==> config.mk <==
export PLATFORM = sky130hd
export DESIGN_NAME = mcs_sequencer
export DESIGN_NICKNAME = d
export VERILOG_FILES = /design/src/mcs_pkg.sv /design/src/mcs_sequencer.sv
export SDC_FILE = /design/constraint.sdc
export NUM_CORES = 1
export LEC_CHECK = 0
export ABC_CLOCK_PERIOD_IN_PS = 5850
export BUFFER_PORTS_ARGS = -buffer_cell sky130_fd_sc_hd__buf_2
export CORE_MARGIN = 2
export CORE_UTILIZATION = 42
export DETAILED_ROUTE_END_ITERATION = 10
export GPL_TIMING_DRIVEN = 0
export PLACE_DENSITY = 0.6
export SLEW_MARGIN = 20
export SYNTH_ARGS = -nofsm -noshare
export SYNTH_HDL_FRONTEND = slang
export SYNTH_SLANG_ARGS = --single-unit
==> constraint.sdc <==
create_clock -name hclk -period 5.85 [get_ports hclk]
set_input_delay 0.585 -clock hclk [delete_from_list [all_inputs] [get_ports hclk]]
set_output_delay 0.585 -clock hclk [all_outputs]
set_load 0.01 [all_outputs]
==> src/mcs_pkg.sv <==
// Behaviour
// - laser regulation three seconds, symbol flashing
// - measuring time clamped to 30..300 seconds
// - measuring time defaults to sixty seconds
// - pause 1..86400 s, default ten, alternating
// - timed mode counts remaining time down
// - shortened pause shows dashes until expiry
// - external mode measures while input high
// - input/button modes count up, hold last
// - button or serial command starts/stops measurement
// - auto ends at target and 45s, or past 300s
// - particle target defaults 200, serial command only
// - auto mode restarts at once, no pause
// - exactly four operating modes
// - any alarm drives lamp, symbol, switch, code
// - zero result skips all but temperature alarm
// - select advances digit, arrows change, commit last
// - both arrows go back, discard edit
// - ISO classes one..six shown as six-or-less
// - NAS or GOST shows one ordinal
package mcs_pkg;
    // ****************************************
    // constants
    // ****************************************
    localparam int unsigned CLK_HZ = 125000000;
    localparam int unsigned TICK_CYCLES = CLK_HZ;
    localparam logic [31:0] TICK_LAST = 32'h0773593f;
    localparam logic [1:0] LASER_S = 2'h3;
    localparam logic [8:0] MEAS_MIN_S = 9'h01e;
    localparam logic [8:0] MEAS_MAX_S = 9'h12c;
    localparam logic [8:0] MEAS_DEF_S = 9'h03c;
    localparam logic [16:0] PAUSE_MIN_S = 17'h00001;
    localparam logic [16:0] PAUSE_MAX_S = 17'h15180;
    localparam logic [16:0] PAUSE_DEF_S = 17'h0000a;
    localparam logic [8:0] AUTO_MIN_S = 9'h02d;
    localparam logic [8:0] AUTO_MAX_S = 9'h12c;
    localparam logic [15:0] TARGET_DEF = 16'h00c8;
    localparam logic [4:0] ISO_LE6_MAX = 5'h06;
    localparam logic [4:0] ISO_LE6_MIN = 5'h01;
    localparam logic [2:0] EDIT_DIGITS = 3'h5;
    localparam logic [7:0] FAULT_ALARM_BITS = 8'h07;
    typedef enum logic [1:0] {
        MCS_TIMED, MCS_EXTIN, MCS_BUTTON, MCS_AUTO
    } mcs_mode_type;
    typedef enum logic [1:0] {
        MCS_ST_PAUSE, MCS_ST_LASER, MCS_ST_MEAS
    } mcs_phase_type;
    typedef enum logic [1:0] {
        MCS_STD_ISO, MCS_STD_SAE, MCS_STD_NAS, MCS_STD_GOST
    } mcs_std_type;
    localparam logic [31:0] R_MODE = 32'h00000000;
    localparam logic [31:0] R_MEAS = 32'h00000004;
    localparam logic [31:0] R_PAUSE = 32'h00000008;
    localparam logic [31:0] R_TARGET = 32'h0000000c;
    localparam logic [31:0] R_STATUS = 32'h00000010;
    localparam logic [31:0] R_TIME = 32'h00000014;
    localparam logic [31:0] R_EDIT = 32'h00000018;
    localparam logic [31:0] R_ORD = 32'h0000001c;
endpackage : mcs_pkg

==> src/mcs_sequencer.sv <==
`timescale 1ns/1ps
module mcs_sequencer (
    input wire logic hclk,
    input wire logic hresetn,
    input wire logic hsel,
    input wire logic [31:0] haddr,
    input wire logic [1:0] htrans,
    input wire logic hwrite,
    input wire logic [2:0] hsize,
    input wire logic [31:0] hwdata,
    input wire logic hready,
    output logic [31:0] hrdata,
    output logic hreadyout,
    output logic hresp,
    input wire logic start_stop_in,
    input wire logic btn_select,
    input wire logic btn_up,
    input wire logic btn_down,
    input wire logic cmd_start,
    input wire logic cmd_stop,
    input wire logic auto_particle_target_command,
    input wire logic [15:0] cmd_target_value,
    input wire logic particle_pulse,
    input wire logic [4:0] result_ord,
    input wire logic result_valid,
    input wire logic alarm_std,
    input wire logic alarm_filter,
    input wire logic alarm_temp,
    output logic meas_done,
    output logic run_symbol,
    output logic pause_symbol,
    output logic dash_display,
    output logic [16:0] time_display,
    output logic alarm_lamp,
    output logic warn_symbol,
    output logic switch_out,
    output logic [7:0] fault_code_word,
    output logic [4:0] shown_ord,
    output logic shown_le6
);
    import mcs_pkg::*;

    // ****************************************
    // state
    // ****************************************
    typedef struct packed {
        logic [31:0] div;
        logic tick;
        logic blink;
        mcs_mode_type mode;
        mcs_std_type std;
        mcs_phase_type phase;
        logic [8:0] meas_set;
        logic [16:0] pause_set;
        logic [15:0] target;
        logic [16:0] elapsed;
        logic [16:0] remain;
        logic [8:0] last_len;
        logic [15:0] count;
        logic [1:0] laser;
        logic dash;
        logic sel_prev;
        logic both_prev;
        logic editing;
        logic [2:0] digit;
        logic [3:0] edit_val;
        logic [3:0] edit_commit;
        logic aph;
        logic apw;
        logic [31:0] aaddr;
        logic [31:0] rdata;
        logic done;
        logic [16:0] tdisp;
        logic lamp;
        logic warn;
        logic sw;
        logic [7:0] fcw;
        logic [4:0] ord;
        logic le6;
        logic zero;
        logic run_sym;
        logic pause_sym;
    } mcs_state_type;

    mcs_state_type s_q, s_d;

    function automatic logic [8:0] clamp_meas(input logic [31:0] v);
        if (v < {23'h000000, MEAS_MIN_S}) clamp_meas = MEAS_MIN_S;
        else if (v > {23'h000000, MEAS_MAX_S}) clamp_meas = MEAS_MAX_S;
        else clamp_meas = v[8:0];
    endfunction

    function automatic logic [16:0] clamp_pause(input logic [31:0] v);
        if (v < {15'h0000, PAUSE_MIN_S}) clamp_pause = PAUSE_MIN_S;
        else if (v > {15'h0000, PAUSE_MAX_S}) clamp_pause = PAUSE_MAX_S;
        else clamp_pause = v[16:0];
    endfunction

    logic start_req, stop_req, run_in, sel_edge, both, both_edge;
    logic meas_end, alarm_any, zero_res;

    always_comb begin
        s_d = s_q;
        start_req = 1'b0;
        stop_req = 1'b0;
        meas_end = 1'b0;
        both = btn_up & btn_down;
        both_edge = both & ~s_q.both_prev;
        sel_edge = btn_select & ~s_q.sel_prev;
        run_in = start_stop_in;
        s_d.sel_prev = btn_select;
        s_d.both_prev = both;
        s_d.done = 1'b0;
        s_d.tick = 1'b0;
        if (s_q.div == TICK_LAST) begin
            s_d.div = 32'h00000000;
            s_d.tick = 1'b1;
            s_d.blink = ~s_q.blink;
        end else begin
            s_d.div = s_q.div + 32'h00000001;
        end

        // ****************************************
        // menu editing
        // ****************************************
        // both arrows back, discard
        if (both_edge) begin
            s_d.editing = 1'b0;
            s_d.digit = 3'h0;
            s_d.edit_val = s_q.edit_commit;
        end else if (s_q.editing) begin
            if (sel_edge) begin
                if (s_q.digit == EDIT_DIGITS - 3'h1) begin
                    s_d.edit_commit = s_q.edit_val;
                    s_d.editing = 1'b0;
                    s_d.digit = 3'h0;
                end else begin
                    s_d.digit = s_q.digit + 3'h1;
                end
            end else if (btn_up & ~btn_down) begin
                s_d.edit_val = s_q.edit_val + 4'h1;
            end else if (btn_down & ~btn_up) begin
                s_d.edit_val = s_q.edit_val - 4'h1;
            end
        end else if (sel_edge && s_q.mode != MCS_BUTTON) begin
            // select opens an edit outside button mode
            s_d.editing = 1'b1;
            s_d.digit = 3'h0;
            s_d.edit_val = s_q.edit_commit;
        end

        // ****************************************
        // run requests per mode
        // ****************************************
        case (s_q.mode)
            MCS_EXTIN: begin
                start_req = run_in;
                stop_req = ~run_in;
            end
            MCS_BUTTON: begin
                start_req = cmd_start | (sel_edge & ~s_q.editing);
                stop_req = cmd_stop | (sel_edge & ~s_q.editing);
            end
            default: begin
            end
        endcase

        // ****************************************
        // phase sequencing
        // ****************************************
        if (s_q.tick && s_q.phase == MCS_ST_MEAS && particle_pulse) begin
            s_d.count = s_q.count;
        end
        if (particle_pulse && s_q.phase == MCS_ST_MEAS &&
            s_q.count != 16'hffff) begin
            s_d.count = s_q.count + 16'h0001;
        end
        case (s_q.phase)
            MCS_ST_PAUSE: begin
                if (s_q.mode == MCS_TIMED) begin
                    if (s_q.tick) begin
                        if (s_q.remain <= 17'h00001) begin
                            s_d.phase = MCS_ST_LASER;
                            s_d.dash = 1'b0;
                        end else begin
                            s_d.remain = s_q.remain - 17'h00001;
                            s_d.elapsed = s_q.elapsed + 17'h00001;
                        end
                    end
                end else if (s_q.mode == MCS_AUTO || start_req) begin
                    s_d.phase = MCS_ST_LASER;
                end
                if (s_d.phase == MCS_ST_LASER) begin
                    s_d.laser = 2'h0;
                    s_d.elapsed = 17'h00000;
                    s_d.count = 16'h0000;
                    s_d.remain = {8'h00, s_q.meas_set};
                    s_d.dash = 1'b0;
                end
            end
            MCS_ST_LASER: begin
                if (s_q.tick) begin
                    if (s_q.laser == LASER_S - 2'h1) begin
                        s_d.phase = MCS_ST_MEAS;
                    end else begin
                        s_d.laser = s_q.laser + 2'h1;
                    end
                end
                if (s_q.mode != MCS_TIMED && s_q.mode != MCS_AUTO &&
                    stop_req && !start_req) begin
                    s_d.phase = MCS_ST_PAUSE;
                end
            end
            MCS_ST_MEAS: begin
                if (s_q.tick) begin
                    s_d.elapsed = s_q.elapsed + 17'h00001;
                    if (s_q.remain != 17'h00000) begin
                        s_d.remain = s_q.remain - 17'h00001;
                    end
                end
                case (s_q.mode)
                    MCS_TIMED: meas_end = s_q.tick &&
                        s_q.remain <= 17'h00001;
                    MCS_AUTO: meas_end =
                        (s_q.count >= s_q.target &&
                         s_q.elapsed >= {8'h00, AUTO_MIN_S}) ||
                        s_q.elapsed > {8'h00, AUTO_MAX_S};
                    default: meas_end = stop_req;
                endcase
                if (meas_end) begin
                    s_d.done = 1'b1;
                    s_d.last_len = s_q.elapsed[8:0];
                    if (s_q.mode == MCS_AUTO) begin
                        s_d.phase = MCS_ST_LASER;
                        s_d.laser = 2'h0;
                        s_d.elapsed = 17'h00000;
                        s_d.count = 16'h0000;
                    end else begin
                        s_d.phase = MCS_ST_PAUSE;
                        s_d.remain = s_q.pause_set;
                        s_d.dash = 1'b0;
                        s_d.elapsed = 17'h00000;
                    end
                end
            end
            default: s_d.phase = MCS_ST_PAUSE;
        endcase

        // ****************************************
        // register bus
        // ****************************************
        if (s_q.aph && s_q.apw) begin
            case (s_q.aaddr)
                R_MODE: begin
                    s_d.mode = mcs_mode_type'(hwdata[1:0]);
                    s_d.std = mcs_std_type'(hwdata[5:4]);
                end
                R_MEAS: s_d.meas_set = clamp_meas(hwdata);
                R_PAUSE: begin
                    s_d.pause_set = clamp_pause(hwdata);
                    if (s_d.phase == MCS_ST_PAUSE &&
                        s_q.mode == MCS_TIMED &&
                        clamp_pause(hwdata) < s_q.elapsed) begin
                        s_d.dash = 1'b1;
                    end
                end
                default: begin
                end
            endcase
        end
        if (auto_particle_target_command) begin
            s_d.target = cmd_target_value;
        end
        s_d.aph = hsel & htrans[1] & hready;
        s_d.apw = hwrite;
        s_d.aaddr = haddr;
        s_d.rdata = 32'h00000000;
        if (hsel & htrans[1] & hready & ~hwrite) begin
            case (haddr)
                R_MODE: s_d.rdata = {26'h0000000, s_q.std, 2'h0, s_q.mode};
                R_MEAS: s_d.rdata = {23'h000000, s_q.meas_set};
                R_PAUSE: s_d.rdata = {15'h0000, s_q.pause_set};
                R_TARGET: s_d.rdata = {16'h0000, s_q.target};
                R_STATUS: s_d.rdata = {s_q.count, 7'h00, s_q.dash,
                    s_q.lamp, 3'h0, s_q.phase, 2'h0};
                R_TIME: s_d.rdata = {15'h0000, s_q.tdisp};
                R_EDIT: s_d.rdata = {23'h000000, s_q.editing, s_q.digit,
                    1'b0, s_q.edit_commit};
                R_ORD: s_d.rdata = {26'h0000000, s_q.le6, s_q.ord};
                default: s_d.rdata = 32'h00000000;
            endcase
        end

        // ****************************************
        // display and alarms
        // ****************************************
        // timed counts down, others count up, hold last length
        if (s_q.mode == MCS_TIMED) begin
            s_d.tdisp = s_q.remain;
        end else if (s_q.phase == MCS_ST_PAUSE) begin
            s_d.tdisp = {8'h00, s_q.last_len};
        end else begin
            s_d.tdisp = s_q.elapsed;
        end
        zero_res = result_valid ? result_ord == 5'h00 : s_q.zero;
        // zero result held until the next one
        s_d.zero = zero_res;
        alarm_any = alarm_temp | (~zero_res & (alarm_std | alarm_filter));
        s_d.lamp = alarm_any;
        s_d.warn = alarm_any & s_q.blink;
        s_d.sw = alarm_any;
        s_d.fcw = alarm_any ? FAULT_ALARM_BITS : 8'h00;
        if (result_valid) begin
            s_d.ord = result_ord;
            s_d.le6 = s_q.std == MCS_STD_ISO &&
                result_ord >= ISO_LE6_MIN && result_ord <= ISO_LE6_MAX;
        end

        // ****************************************
        // symbol outputs
        // ****************************************
        // run symbol flashes during laser phase
        s_d.run_sym = s_d.phase == MCS_ST_MEAS ||
            (s_d.phase == MCS_ST_LASER && s_d.blink);
        s_d.pause_sym = s_d.phase == MCS_ST_PAUSE;
    end

    always_ff @(posedge hclk or negedge hresetn) begin
        if (!hresetn) begin
            s_q <= '0;
            s_q.meas_set <= MEAS_DEF_S;
            s_q.pause_set <= PAUSE_DEF_S;
            s_q.target <= TARGET_DEF;
            s_q.phase <= MCS_ST_PAUSE;
            s_q.remain <= PAUSE_DEF_S;
            s_q.pause_sym <= 1'b1;
        end else begin
            s_q <= s_d;
        end
    end

    assign hrdata = s_q.rdata;
    assign hreadyout = 1'b1;
    assign hresp = 1'b0;
    assign meas_done = s_q.done;
    assign run_symbol = s_q.run_sym;
    assign pause_symbol = s_q.pause_sym;
    assign dash_display = s_q.dash;
    assign time_display = s_q.tdisp;
    assign alarm_lamp = s_q.lamp;
    assign warn_symbol = s_q.warn;
    assign switch_out = s_q.sw;
    assign fault_code_word = s_q.fcw;
    // one ordinal for NAS or GOST
    assign shown_ord = s_q.ord;
    assign shown_le6 = s_q.le6;
endmodule // mcs_sequencer

# After elaboration in Yosys (flattened, before gate mapping)
# Index checks and enable logic that the tools add are counted.
# word_totals
out_inout_bits	72
wordCells	218
inputBits	107
regBits	256
# op_classes
n_addsub	8
bitwise_logic	25
n_eq_ne	35
n_reduce_logical	40
magnitude_cmp	11
muxes	64
# ops
cell	count
$pmux 32 s8	1
$mux 34	5
$mux 17	8
$eq 32x5->1 const B	4
$eq 32x4->1 const B	3
$pmux 34 s2	1
$eq 32x3->1 const B	2
$logic_not 32->1	2
$mux 32	2
$mux 62	1
$add 32x1->32 const B	1
$eq 32x27->1 const B	1
$gt 32x17->1 const B	1
$gt 32x9->1 const B	1
$lt 32x1->1 const B	1
$lt 32x5->1 const B	1
$pmux 16 s2	1
$mux 2	12
$mux 8	3
$mux 19	1
$mux 18	1
$mux 9	2
$add 17x1->17 const B	1
$ge 17x6->1 const B	1
other kinds (44)	126

# Longest topological paths before layout
# Gate-level depths: netlist of run 1.
# logic_depth
word_depth	16
depth_mapped	15

# Worst setup path after synthesis of run 1
# No wires, ideal clock.
# synth_timing
kind	input port to flip-flop
start	input port hwdata[4]
end	register s_q (netlist bit dash_display)
arrival_time_ns	3.283
setup_ns	0.126
cell_stages	15
required_ns	5.724
path_buffers	1
slack_ns	2.441
cell_sequence	or3_1 -> nor4_1 -> nand4b_1 -> a31o_2 -> a31oi_1 -> clkbuf_1 -> and2_1 -> ha_1 -> nand4_1 -> nor3_1 -> nand4_1 -> o2111ai_1 -> nor2_1 -> o211ai_1 -> o21ai_1
# synth_lines
item	line_no	rtl
start: declaration	mcs_sequencer.sv:10	input wire logic [31:0] hwdata,
end: declaration	mcs_sequencer.sv:85	mcs_state_type s_q, s_d;

==> results of run 1 <==
metrics by stage:
step	setup TNS [ns]	utilization	power [W]	cell area [µm²]
after floorplan	0	-	0.00197	13500
after global placement	-102.08	0.469	0.00210	14800
after detailed placement	0	0.471	0.00211	14900
after CTS	0	0.505	0.00412	15900
after global routing	0	0.505	0.00424	15900
final	0	0.505	0.00409	15900
sequential cells by signal, indices dropped and copies added (netlist names):
name and count:
shown_ord 5, dash_display 1, time_display 17, hrdata 32, run_symbol 1, fault_code_word 1, pause_symbol 1, warn_symbol 1
meas_done 1, shown_le6 1, s_q 192
cells in the mapped netlist, drive strengths merged (5+ instances only):
master,n
a22o,8
o21ai,97
nand2b,15
nor2b,16
nand4,24
mux2,33
o21a,5
nor2,118
and3,24
a222oi,14
or3,8
a211o,6
a211oi,10
mux2i,16
a21oi,38
xnor2,37
or2,8
nand3,31
nand2,128
dfrtp,241
a21o,8
nor3b,10
nor3,33
clkbuf,46
buf,76
inv,66
xor2,34
and2,20
a22oi,27
o31ai,12
a31oi,14
ha,54
dfstp,12
nor4,38
o211ai,5
report_power, final:
part           internal (W)  switching, W  leakage (nW)
Clock               0.00126      0.000756         0.529
Sequential          0.00179     0.0000442          3.30
Combinational      0.000102      0.000136          3.63
worst register-to-register path: stages (launching register included):
cell and delay (ns):
dfrtp_1 0.50, inv_1 0.20, ha_1 0.24, nor3b_1 0.51, nand4_1 0.45, o21a_1 0.44, clkbuf_1 0.36, nand2_1 0.18
xor2_1 0.15, nand2_1 0.07, o211ai_1 0.11, o311ai_0 0.17
cells by family (layout without fill, tap and decap cells):
group | Yosys count | after routing
adders and majority gates | 55 | 55
buffers and inverters | 188 | 413
other | 2 | 8
DFF | 253 | 253
AOI/OAI and AO/OA | 275 | 275
xor gates and xnor gates | 71 | 71
and+or+nand+nor | 489 | 489
muxes | 49 | 49
worst max path at each step:
stage | startpoint | end | slack (ns) | cells past startpoint
CTS | hwdata[4] | dash_display$_DFF_PN0_ | 1.43 | 16
detailed placement | hwdata[4] | dash_display$_DFF_PN0_ | 0.87 | 16
floorplan | hwdata[4] | dash_display$_DFF_PN0_ | 2.44 | 15
global placement | hresetn | s_q[172]$_DFFE_PN0P_ | -0.45 | 1
global route | hwdata[4] | dash_display$_DFF_PN0_ | 1.10 | 16
finish | hwdata[4] | dash_display$_DFF_PN0_ | 1.29 | 16
cell type report:
class	instances	area, µm²
timing repair buffer	169	901
antenna	1	2.50
buffer	122	712
inverter	66	248
multi-input combinational	946	6160
clock buffer	45	888
sequential	253	6350
tap	402	503
clock inverter	11	180
fill	2955	15600
per-layer routing:
metal / global-route usage / vias to the layer above / wire, µm
li1: - / 5239 / -
met3: 0.0346 / 80 / 2850
met1: 0.346 / 5512 / 18500
met5: 0 / - / 0
met4: 0.0678 / 0 / 1200
met2: 0.393 / 445 / 18500
==> impl_results.md, run 1 <==
* Die height at 183 µm
* CORE AREA at 31600 µm²
* Site row count at between 60 and 70
* Initial Utilization at 0.426
* Cts bufs inserted at 30
* Slew Limit Fails at 0
* Sequential area share after synthesis at 0.472
* Largest net degree at the start of global routing at 100
* Largest delay share family, worst path: simple AND/OR/NAND/NOR gates
* Hold WS at -0.000353 ns
* Gr ovfl total at 0
* Area share of the largest cell type after synthesis at 0.449
* Worst path arrival time at roughly 5.0 ns
* Most common cell after layout, fill and taps aside: dfrtp_1
* Worst hold path type: in -> async
* Reg2reg setup slack at 2.33 ns
* GRT Overall Usage at 0.244
* Crit Path Class: in -> reg
* DRT antenna net count at 0
* Failing checks: hold timing
* Nets@finish at 1750
* I/O pins at 179
* Reg2reg start: s_q[146]$_DFFE_PN0P_
* Fin Clk Skew at 0.0106 ns
* Worst r2r dst: s_q[155]$_DFFE_PN0P_
* Syn Area/Cell at 9.73 µm²
* Layout cells sized above 1 at 0.220
* WL/cell at 20.4 µm
* Placed Cells at slightly below 2000
* Reg2reg path depth at 11
* Slew @ Worst Pin at between 1 and 1.5 ns
* Critical path's slowest cell: a31oi_1
* Static Leak at around 7.5 nW
* RSZ-0062 raised after global routing: false
* Final period util at 0.780
* Routed vias/inst at 5.60
* TritonRoute pass-1 iters at 6
* DRC violations left at 0
* CTS tree: built
* Compound-Gate Fraction of Synth Area at 0.137
* Mux share of post-synthesis cell area at 0.0396
* Max-cap check violation count at 0
* CTS sink cnt at 253
* Die W at 183 µm
* Hold_buf cts at 0
* Vias at 11300
* Final Hold Fails at 1
* CTS root buffer: clkbuf_16
* XOR/XNOR share of the synthesized area at 0.0468
* Worst setup margin at between 1 and 1.5 ns
* Asr flop ratio synth at 1.00
* Buf/Inv on CP at 2
* # Post-CTS Setup Buffers at 0
* Initial antenna violation count at 1
* Total Wirelength at 41.0 mm
* Vias in the first global route at 10900
* Dominant cell type by area after synthesis: dfrtp_1
* Critical Path RT at 6.28 ns
* Yosys cell types at 73
* Ys flop type: dfrtp_1
* # resized after CTS at 0
* Final min period at 4.56 ns
* Most frequent CP cell: nand4_1
* Post-synth EDFFs at 0
* Syn-to-layout area delta at 18.6%
* Critical path cell sequence: buf_2 > or3_1 > nor4_1 > nand4b_1 > a31o_2 > a31oi_1 > clkbuf_1 > and2_1 > ha_1 > nand4_1 > nor3_1 > nand4_1 > o2111ai_1 > nor2_1 > o211ai_1 > o21ai_1
* Pre-CTS setup slack at ~0.87 ns
* Headroom to the max-slew limit at 0.330
* Flops & latches, synth at 253
* Pwr per Cell Area at 257 nW/µm²
* Non-Filler Instances at 2015
* Cells after Synth at around 1400
* Die ar. at 33500 µm²
* Max Clock Freq at 219 MHz
* Clock-pin slew on the worst setup and hold paths at roughly 0.06 ns
* Maximum vdd drop at 0.265 mV
* DP HPWL at about 31 mm
* Commonest non-fill, non-tap cells in the layout: 241 x dfrtp_1, 174 x buf_2, 128 x nand2_1, 117 x nor2_1, 91 x o21ai_0
* Max clock buf depth at 3
* IO buf count at 166
* Synth top area cells: dfrtp_1 45%, ha_1 5.0%, buf_4 3.6%
* CP peak stage delay at around 0.56 ns
* CP Capture Type: flip-flop
* Post-Synth Adder-Cell Area at 0.0517
* Startpoint type of the worst setup path: input pin
* Yosys warns at 0
* First DRT Iteration DRCs at 1046
* Crit-path max FO at 10
* Simple-gate share of the synthesized area at 0.181
* Synth Cell Area at 13400 µm²
* First-pass GRT wire length at ~63 mm
* Largest family of logic cells by synthesized area: simple AND/OR/NAND/NOR gates
* H-tree levels at 1
* Outcome: complete, but fails checks
* Clk_lat worst skew at around 0.56 ns
* RePlAce Congestion at slightly above 0.9
* Setup Viol. Count Final at 0
(Power assumes the default switching activity.)
==> run 2: changes to the inputs <==
ABC_AREA = 1   (was not set)
ABC_CLOCK_PERIOD_IN_PS = 3900   (was 5850)
PLACE_DENSITY = 0.62   (was 0.6)
clock period = 3.9 ns   (was 5.85 ns; I/O delays follow)
==> run 2 against run 1 <==
  * The run now ends clean
  * Critical path depth increased by 4
  * Non-clock buffer count increased by 29
  * Via count increased by 19%
  * Clock power increased by 38%
  * Setup slack got worse by 0.77 ns
  * Sequential power increased by 49%
  * Cell area increased by 8.7%
  * Clock skew increased by 0.015 ns
  * Combinational power increased by 83%
  * Area after synthesis increased by 7.9%
  * Wire length increased by 11%
  * Critical path type is now reg -> reg
==> impl_results.md, run 2 <==
* CTS tree: built
* Largest register FFs at 192
* WL/cell at 17.7 µm
* Static Leak at slightly below 9 nW
* Clock-pin slew on the worst setup and hold paths at 0.06 ns
* Commonest non-fill, non-tap cells in the layout: 347 x nand2_1, 258 x inv_1, 241 x dfrtp_1, 188 x nor2_1, 176 x buf_2
* Post-synth EDFFs at 0
* Final period util at 0.867
* GRT Overall Usage at 0.256
* Critical path endpoint: s_q[136]$_DFF_PN0_
* CP peak stage delay at slightly above 0.5 ns
* Hold WS at roughly 0.028 ns
* RSZ-0062 raised after global routing: false
* Die height at between 150 and 200 µm
* Top cells by count, synth: 347 x nand2_1, 258 x inv_1, 241 x dfrtp_1
* Maximum vdd drop at 0.295 mV
* RePlAce Congestion at 0.941
* Outcome: finished, final reports clean
* Yosys cell types at 54
* Total power at between 0.005 and 0.006 W
* Post-Layout Inst Area at 17300 µm²
* Asr flop ratio synth at 1.00
* Headroom to the max-slew limit at 0.414
* Initial antenna violation count at 2
* Syn-to-layout area delta at 19.5%
* Pwr per Cell Area at 344 nW/µm²
* Most common cell after layout, fill and taps aside: nand2_1
* Dominant cell type by area after synthesis: dfrtp_1
* WL met2 at 21.0 mm
* Sequential area share after synthesis at 0.438
* Fillers at 3302
* Final Hold Fails at 0
* TritonRoute pass-1 iters at 7
* Largest net degree at the start of global routing at 93
* CORE AREA at 34300 µm²
* Cells after Synth at about 1900
* Most frequent CP cell: nand2_1
* Slew Limit Fails at 0
* Worst hold path type: in -> reg
* First-pass GRT wire length at 71.9 mm
* Flops & latches, synth at ~250
* Synth Cell Area at 14500 µm²
* H-tree levels at 1
* Die W at 190 µm
* DP HPWL at between 30 and 40 mm
* Largest delay share family, worst path: simple AND/OR/NAND/NOR gates
* Ys flop type: dfrtp_1
* Setup Viol. Count Final at 0
* Worst r2r dst: s_q[136]$_DFF_PN0_
* CP Capture Type: flip-flop
* Area share of the largest cell type after synthesis at 0.416
* CTS sink cnt at 253
* Critical path cell sequence: inv_1 > ha_1 > nand2_1 > inv_1 > nand2_1 > nor2_1 > nor2_1 > nand2_1 > nand2_1 > nand2_1 > nand2_1 > nand2_1 > nand2_1 > nand3_2 > nand2_2 > nand2_1 > nand3_1 > buf_2 > nand2_1 > inv_1
* DRC violations left at 0
* Site row count at 68
* Startpoint type of the worst setup path: flip-flop
* Total Wirelength at around 46 mm
* Final min period at roughly 3.4 ns
* Crit-path max FO at 10
* Clk_lat worst skew at 0.59 ns
* CP startpoint: s_q[186]$_DFFE_PN1P_
* Vias in the first global route at 13300
* Placed Cells at 2491
* Most flop-heavy register: s_q
* Critical Path RT at between 4 and 5 ns
* Pre-CTS setup slack at 0.617 ns
* # Post-CTS Setup Buffers at 0
* CTS root buffer: clkbuf_16
* Fin Clk Skew at 0.0252 ns
* Metal1 wirelength at just over 20 mm
* Cts bufs inserted at 29
* Reg2reg setup slack at 0.52 ns
* Yosys warns at 0
* Gr ovfl total at 0
* Routed vias/inst at 5.20
* WP depth at 20
* Syn Area/Cell at 7.79 µm²
* Met3 WL post-DR at 2.97 mm
* Crit Path Class: reg -> reg
* First DRT Iteration DRCs at 997
* Max-cap check violation count at 0
* Buf/Inv on CP at 4
* DRT antenna net count at 0
* Synth top area cells: dfrtp_1 42%, nand2_1 9.0%, inv_1 6.7%
* Max layer used: met5
* Critical path's slowest cell: dfstp_2
* Reg2reg start: s_q[186]$_DFFE_PN1P_
* Most common cell in the synthesized netlist: nand2_1
* Vias at 13400
* Nets@finish at 2265
* Max Clock Freq at 296 MHz
* Layout cells sized above 1 at 0.159
* Non-Filler Instances at about 2600
* Initial Utilization at 0.423
* I/O pins at 179
* Die ar. at 36000 µm²
* IO buf count at 166
* Worst setup margin at 0.517 ns
* Slew @ Worst Pin at 0.874 ns
* Placed Area at 16000 µm²
* Worst path arrival time at around 3.9 ns
* Max clock buf depth at 3
* Reg2reg path depth at 20
## run 2: changes by cell type after synthesis, moves of 17 or more
| cell | change |
|---|---|
| and3_1 | -23 |
| nor3_1 | +28 |
| nand3_1 | +88 |
| and2_1 | -18 |
| nand2_1 | +219 |
| nor2_1 | +71 |
| a21oi_1 | +66 |
| a22oi_1 | -17 |
| mux2_2 | -30 |
| xnor2_1 | -34 |
| inv_1 | +192 |
## run 2: worst min-delay path: cells and delay by family
family                 cells  cell delay (ns)
AO/OA/AOI/OAI              1             0.06
buffers and inverters      1             0.08
AND/OR/NAND/NOR            1             0.04
## run 2: per-layer routing
metal / global-route usage / vias to the layer above
met5: 0 / -
met4: 0.0877 / 2
met3: 0.0363 / 96
met2: 0.423 / 480
met1: 0.346 / 6334
li1: - / 6527
## run 2: cell type report
type	instances	area (µm²)	share of cell area
antenna	1	2.50	0.000144
buffer	116	717	0.0414
clock buffer	35	758	0.0437
clock inverter	19	215	0.0124
inverter	273	1020	0.0591
multi-input combinational	1226	6440	0.372
sequential	253	6350	0.366
tap	455	569	0.0328
timing repair buffer	204	1260	0.0725
## run 2: timing repair
item,in CTS,in global routing
endpoints found under the setup margin,0,0
hold buffers,36,0
resized for setup,0,0
hold endpoints to repair,110,0
## run 2: worst min path at each step
stage          depth (start not counted)           startpoint                      to
2_1_floorplan                          0              hresetn  dash_display$_DFF_PN0_
3_3_place_gp                           1   s_q[230]$_DFF_PN0_      s_q[230]$_DFF_PN0_
3_5_place_dp                           1              hresetn    hrdata[18]$_DFF_PN0_
4_1_cts                                3  cmd_target_value[1]    s_q[181]$_DFFE_PN0P_
5_1_grt                                3  cmd_target_value[0]    s_q[180]$_DFFE_PN0P_
6_report                               3  cmd_target_value[1]    s_q[181]$_DFFE_PN0P_
## run 2: logic make-up after synthesis
kind of cell / share of synthesized area
adders and majority gates: 0.0480
other: 0.000518
AOI/OAI and AO/OA: 0.119
and+or+nand+nor: 0.244
DFF: 0.438
buffers and inverters: 0.120
muxes: 0.00233
xor gates and xnor gates: 0.0284
## run 2: per-stage QoR
step	TNS, ns	utilization
finish	0	0.505
global route	0	0.505
CTS	0	0.505
detailed placement	0	0.467
global placement	-536.17	0.464
floorplan	0	-
## run 2: power by group
group	internal, W	total (W)	switching, W	leakage [nW]
Clock	0.00160	0.00278	0.00118	0.448
Combinational	0.000178	0.000433	0.000255	5.21
Sequential	0.00270	0.00275	0.0000492	3.23
==> run 3: changes to the inputs <==
CORE_UTILIZATION = 45   (was 42)
GPL_TIMING_DRIVEN = not set   (was 0)
PLACE_DENSITY = 0.66   (was 0.62)
==> run 3 against run 2 <==
  * Clock power grew 3%
  * Flip-flop and latch count is the same
  * Largest power group unchanged
  * Global-route usage grew 0.16 points
  * Clock skew shrank 0.0099 ns
  * Utilization grew 2.2 points
  * Critical path depth shrank 1
  * Cell count shrank 5.8%
  * First-iteration DRC count grew 11%
==> impl_results.md, run 3 (synthesized netlist as in run 2, its figures left out) <==
* Routed vias/inst at 5.43
* Most flop-heavy register: s_q
* CORE AREA at around 32000 µm²
* Initial antenna violation count at 4
* Reg2reg path depth at 19
* Vias in the first global route at between 10000 and 15000
* Vias at 13200
* Worst hold path type: in -> reg
* Critical path cell sequence: inv_1 > ha_1 > nand2_1 > inv_1 > nand2_1 > nor2_1 > nor2_1 > nand2_1 > nand2_1 > nand2_1 > nand2_1 > nand2_1 > nand2_1 > nand3_2 > nand2_2 > nand2_1 > nand3_1 > nand3b_1 > inv_1
* Nets@finish at 2166
* H-tree levels at 1
* Max Clock Freq at ~300 MHz
* Outcome: finished, final reports clean
* Site row count at 65
* Cts bufs inserted at 29
* Cell count of the worst hold path at 3
* Met2 usage in global routing at 0.420
* Critical path's slowest cell: nand3_1
* CTS sink cnt at 253
* GR Layer Usage met1 at 0.346
* Startpoint type of the worst setup path: flip-flop
* Max-cap check violation count at 0
* DRC violations left at 0
* Final min period at between 3 and 4 ns
* First-pass GRT wire length at 68.2 mm
* Gr ovfl total at 0
* RePlAce Congestion at 0.964
* Die W at roughly 180 µm
* Crit-path max FO at 16
* WL/cell at ~18 µm
* Initial Utilization at 0.458
* CTS root buffer: clkbuf_16
* Final Hold Fails at 0
* TritonRoute pass-1 iters at 5
* Total power at 0.00602 W
* Commonest non-fill, non-tap cells in the layout: 347 x nand2_1, 258 x inv_1, 241 x dfrtp_1, 188 x nor2_1, 166 x buf_2
* Busiest grt layer: met2
* Crit Path Class: reg -> reg
* Slew Limit Fails at 0
* Most frequent CP cell: nand2_1
* Setup TNS at 0 ns
* Die ar. at between 30000 and 40000 µm²
* Setup Viol. Count Final at 0
* CP Capture Type: flip-flop
* CP peak stage delay at 0.58 ns
* Critical Path RT at around 4.3 ns
* DP HPWL at 32.3 mm
* Slew @ Worst Pin at 0.966 ns
* I/O pins at 179
* Largest net degree at the start of global routing at a little over 100
* Syn-to-layout area delta at 15.1%
* # resized after CTS at 0
* M3 GR Usage at 0.0491
* Maximum vdd drop at 0.341 mV
* Headroom to the max-slew limit at 0.352
* IO buf count at between 150 and 200
* Pwr per Cell Area at 361 nW/µm²
* CTS tree: built
* Clk_lat worst skew at 0.56 ns
* Total Wirelength at 43.4 mm
* Final period util at 0.843
* First DRT Iteration DRCs at 1107
* Die height at 184 µm
* DRT antenna net count at 0
* Layout cells sized above 1 at 0.136
* RSZ-0062 raised after global routing: false
* Fin Clk Skew at 0.0153 ns
* Static Leak at about 8.5 nW
* Largest register FFs at 192
* Clock-pin slew on the worst setup and hold paths at 0.06 ns
* Max clock buf depth at 3
* Worst path arrival time at 3.72 ns
* Most common cell after layout, fill and taps aside: nand2_1
* GRT Overall Usage at 0.258
==> run 3: cell types whose count changed in the layout (fill, tap and decap cells not counted), sizes merged <==
cell | before | now
clkinvlp | 9 | 3
clkbuf | 72 | 40
dlygate4sd3 | 36 | 35
bufinv | 3 | 4
inv | 270 | 269
diode | 1 | 4
buf | 247 | 186
==> run 3: area by class of cell <==
type	count	area, µm²
multi-input cells	1226	6440
fillers	2980	14900
well taps	402	503
clock inverters	13	188
clock buffers	40	827
repair buffers	221	1360
flip-flops and latches	253	6350
inverters	273	1020
diodes	4	10.0
==> run 3: stage by stage <==
stage	std cells	setup WS (ns)	area [µm²]	hold slack (ns)	util
floorplan	1868	1.43	14500	0.0944	-
global placement	2340	0.694	15300	0.454	0.484
detailed placement	2340	0.661	15300	0.456	0.484
CTS	2428	0.651	16700	0.0312	0.528
global route	2430	0.346	16700	0.0357	0.528
finish	2432	0.614	16700	0.0445	0.528
==> run 3: worst paths after layout <==
kind,from,end,slack [ns]
worst max-delay path,s_q[187]$_DFFE_PN1P_,s_q[132]$_DFF_PN0_,0.61
worst min-delay path,cmd_target_value[2],s_q[182]$_DFFE_PN0P_,0.04
worst max register to register,s_q[187]$_DFFE_PN1P_,s_q[132]$_DFF_PN0_,0.61
worst min register to register,s_q[230]$_DFF_PN0_,s_q[230]$_DFF_PN0_,0.46
max in group asynchronous,hresetn,s_q[215]$_DFFE_PN1P_,2.48
min in group asynchronous,hresetn,hrdata[18]$_DFF_PN0_,0.48
==> run 3: worst max-delay path, delay by kind of cell, from the launching register on <==
kind,cells,cell delay (ns)
AND/OR/NAND/NOR,15,2.16
flip-flops,1,0.51
adder cells (fa/ha/maj),1,0.29
buffers and inverters,3,0.19
==> run 3: power by group <==
| part | switching, W | internal (W) |
|---|---|---|
| registers | 0.0000484 | 0.00270 |
| logic | 0.000248 | 0.000164 |
| clock network | 0.00112 | 0.00175 |
==> run 3: layer usage <==
metal  vias up  share of wire
li1       6324              -
met1      6289           0.43
met2       510           0.45
met3        82          0.087
met4         2          0.028
met5         -        0.00023
==> run 3: timing repair <==
item / in CTS / in global routing
buffers inserted: 0 / 0
hold buffers: 35 / 0
hold endpoints to repair: 133 / 0
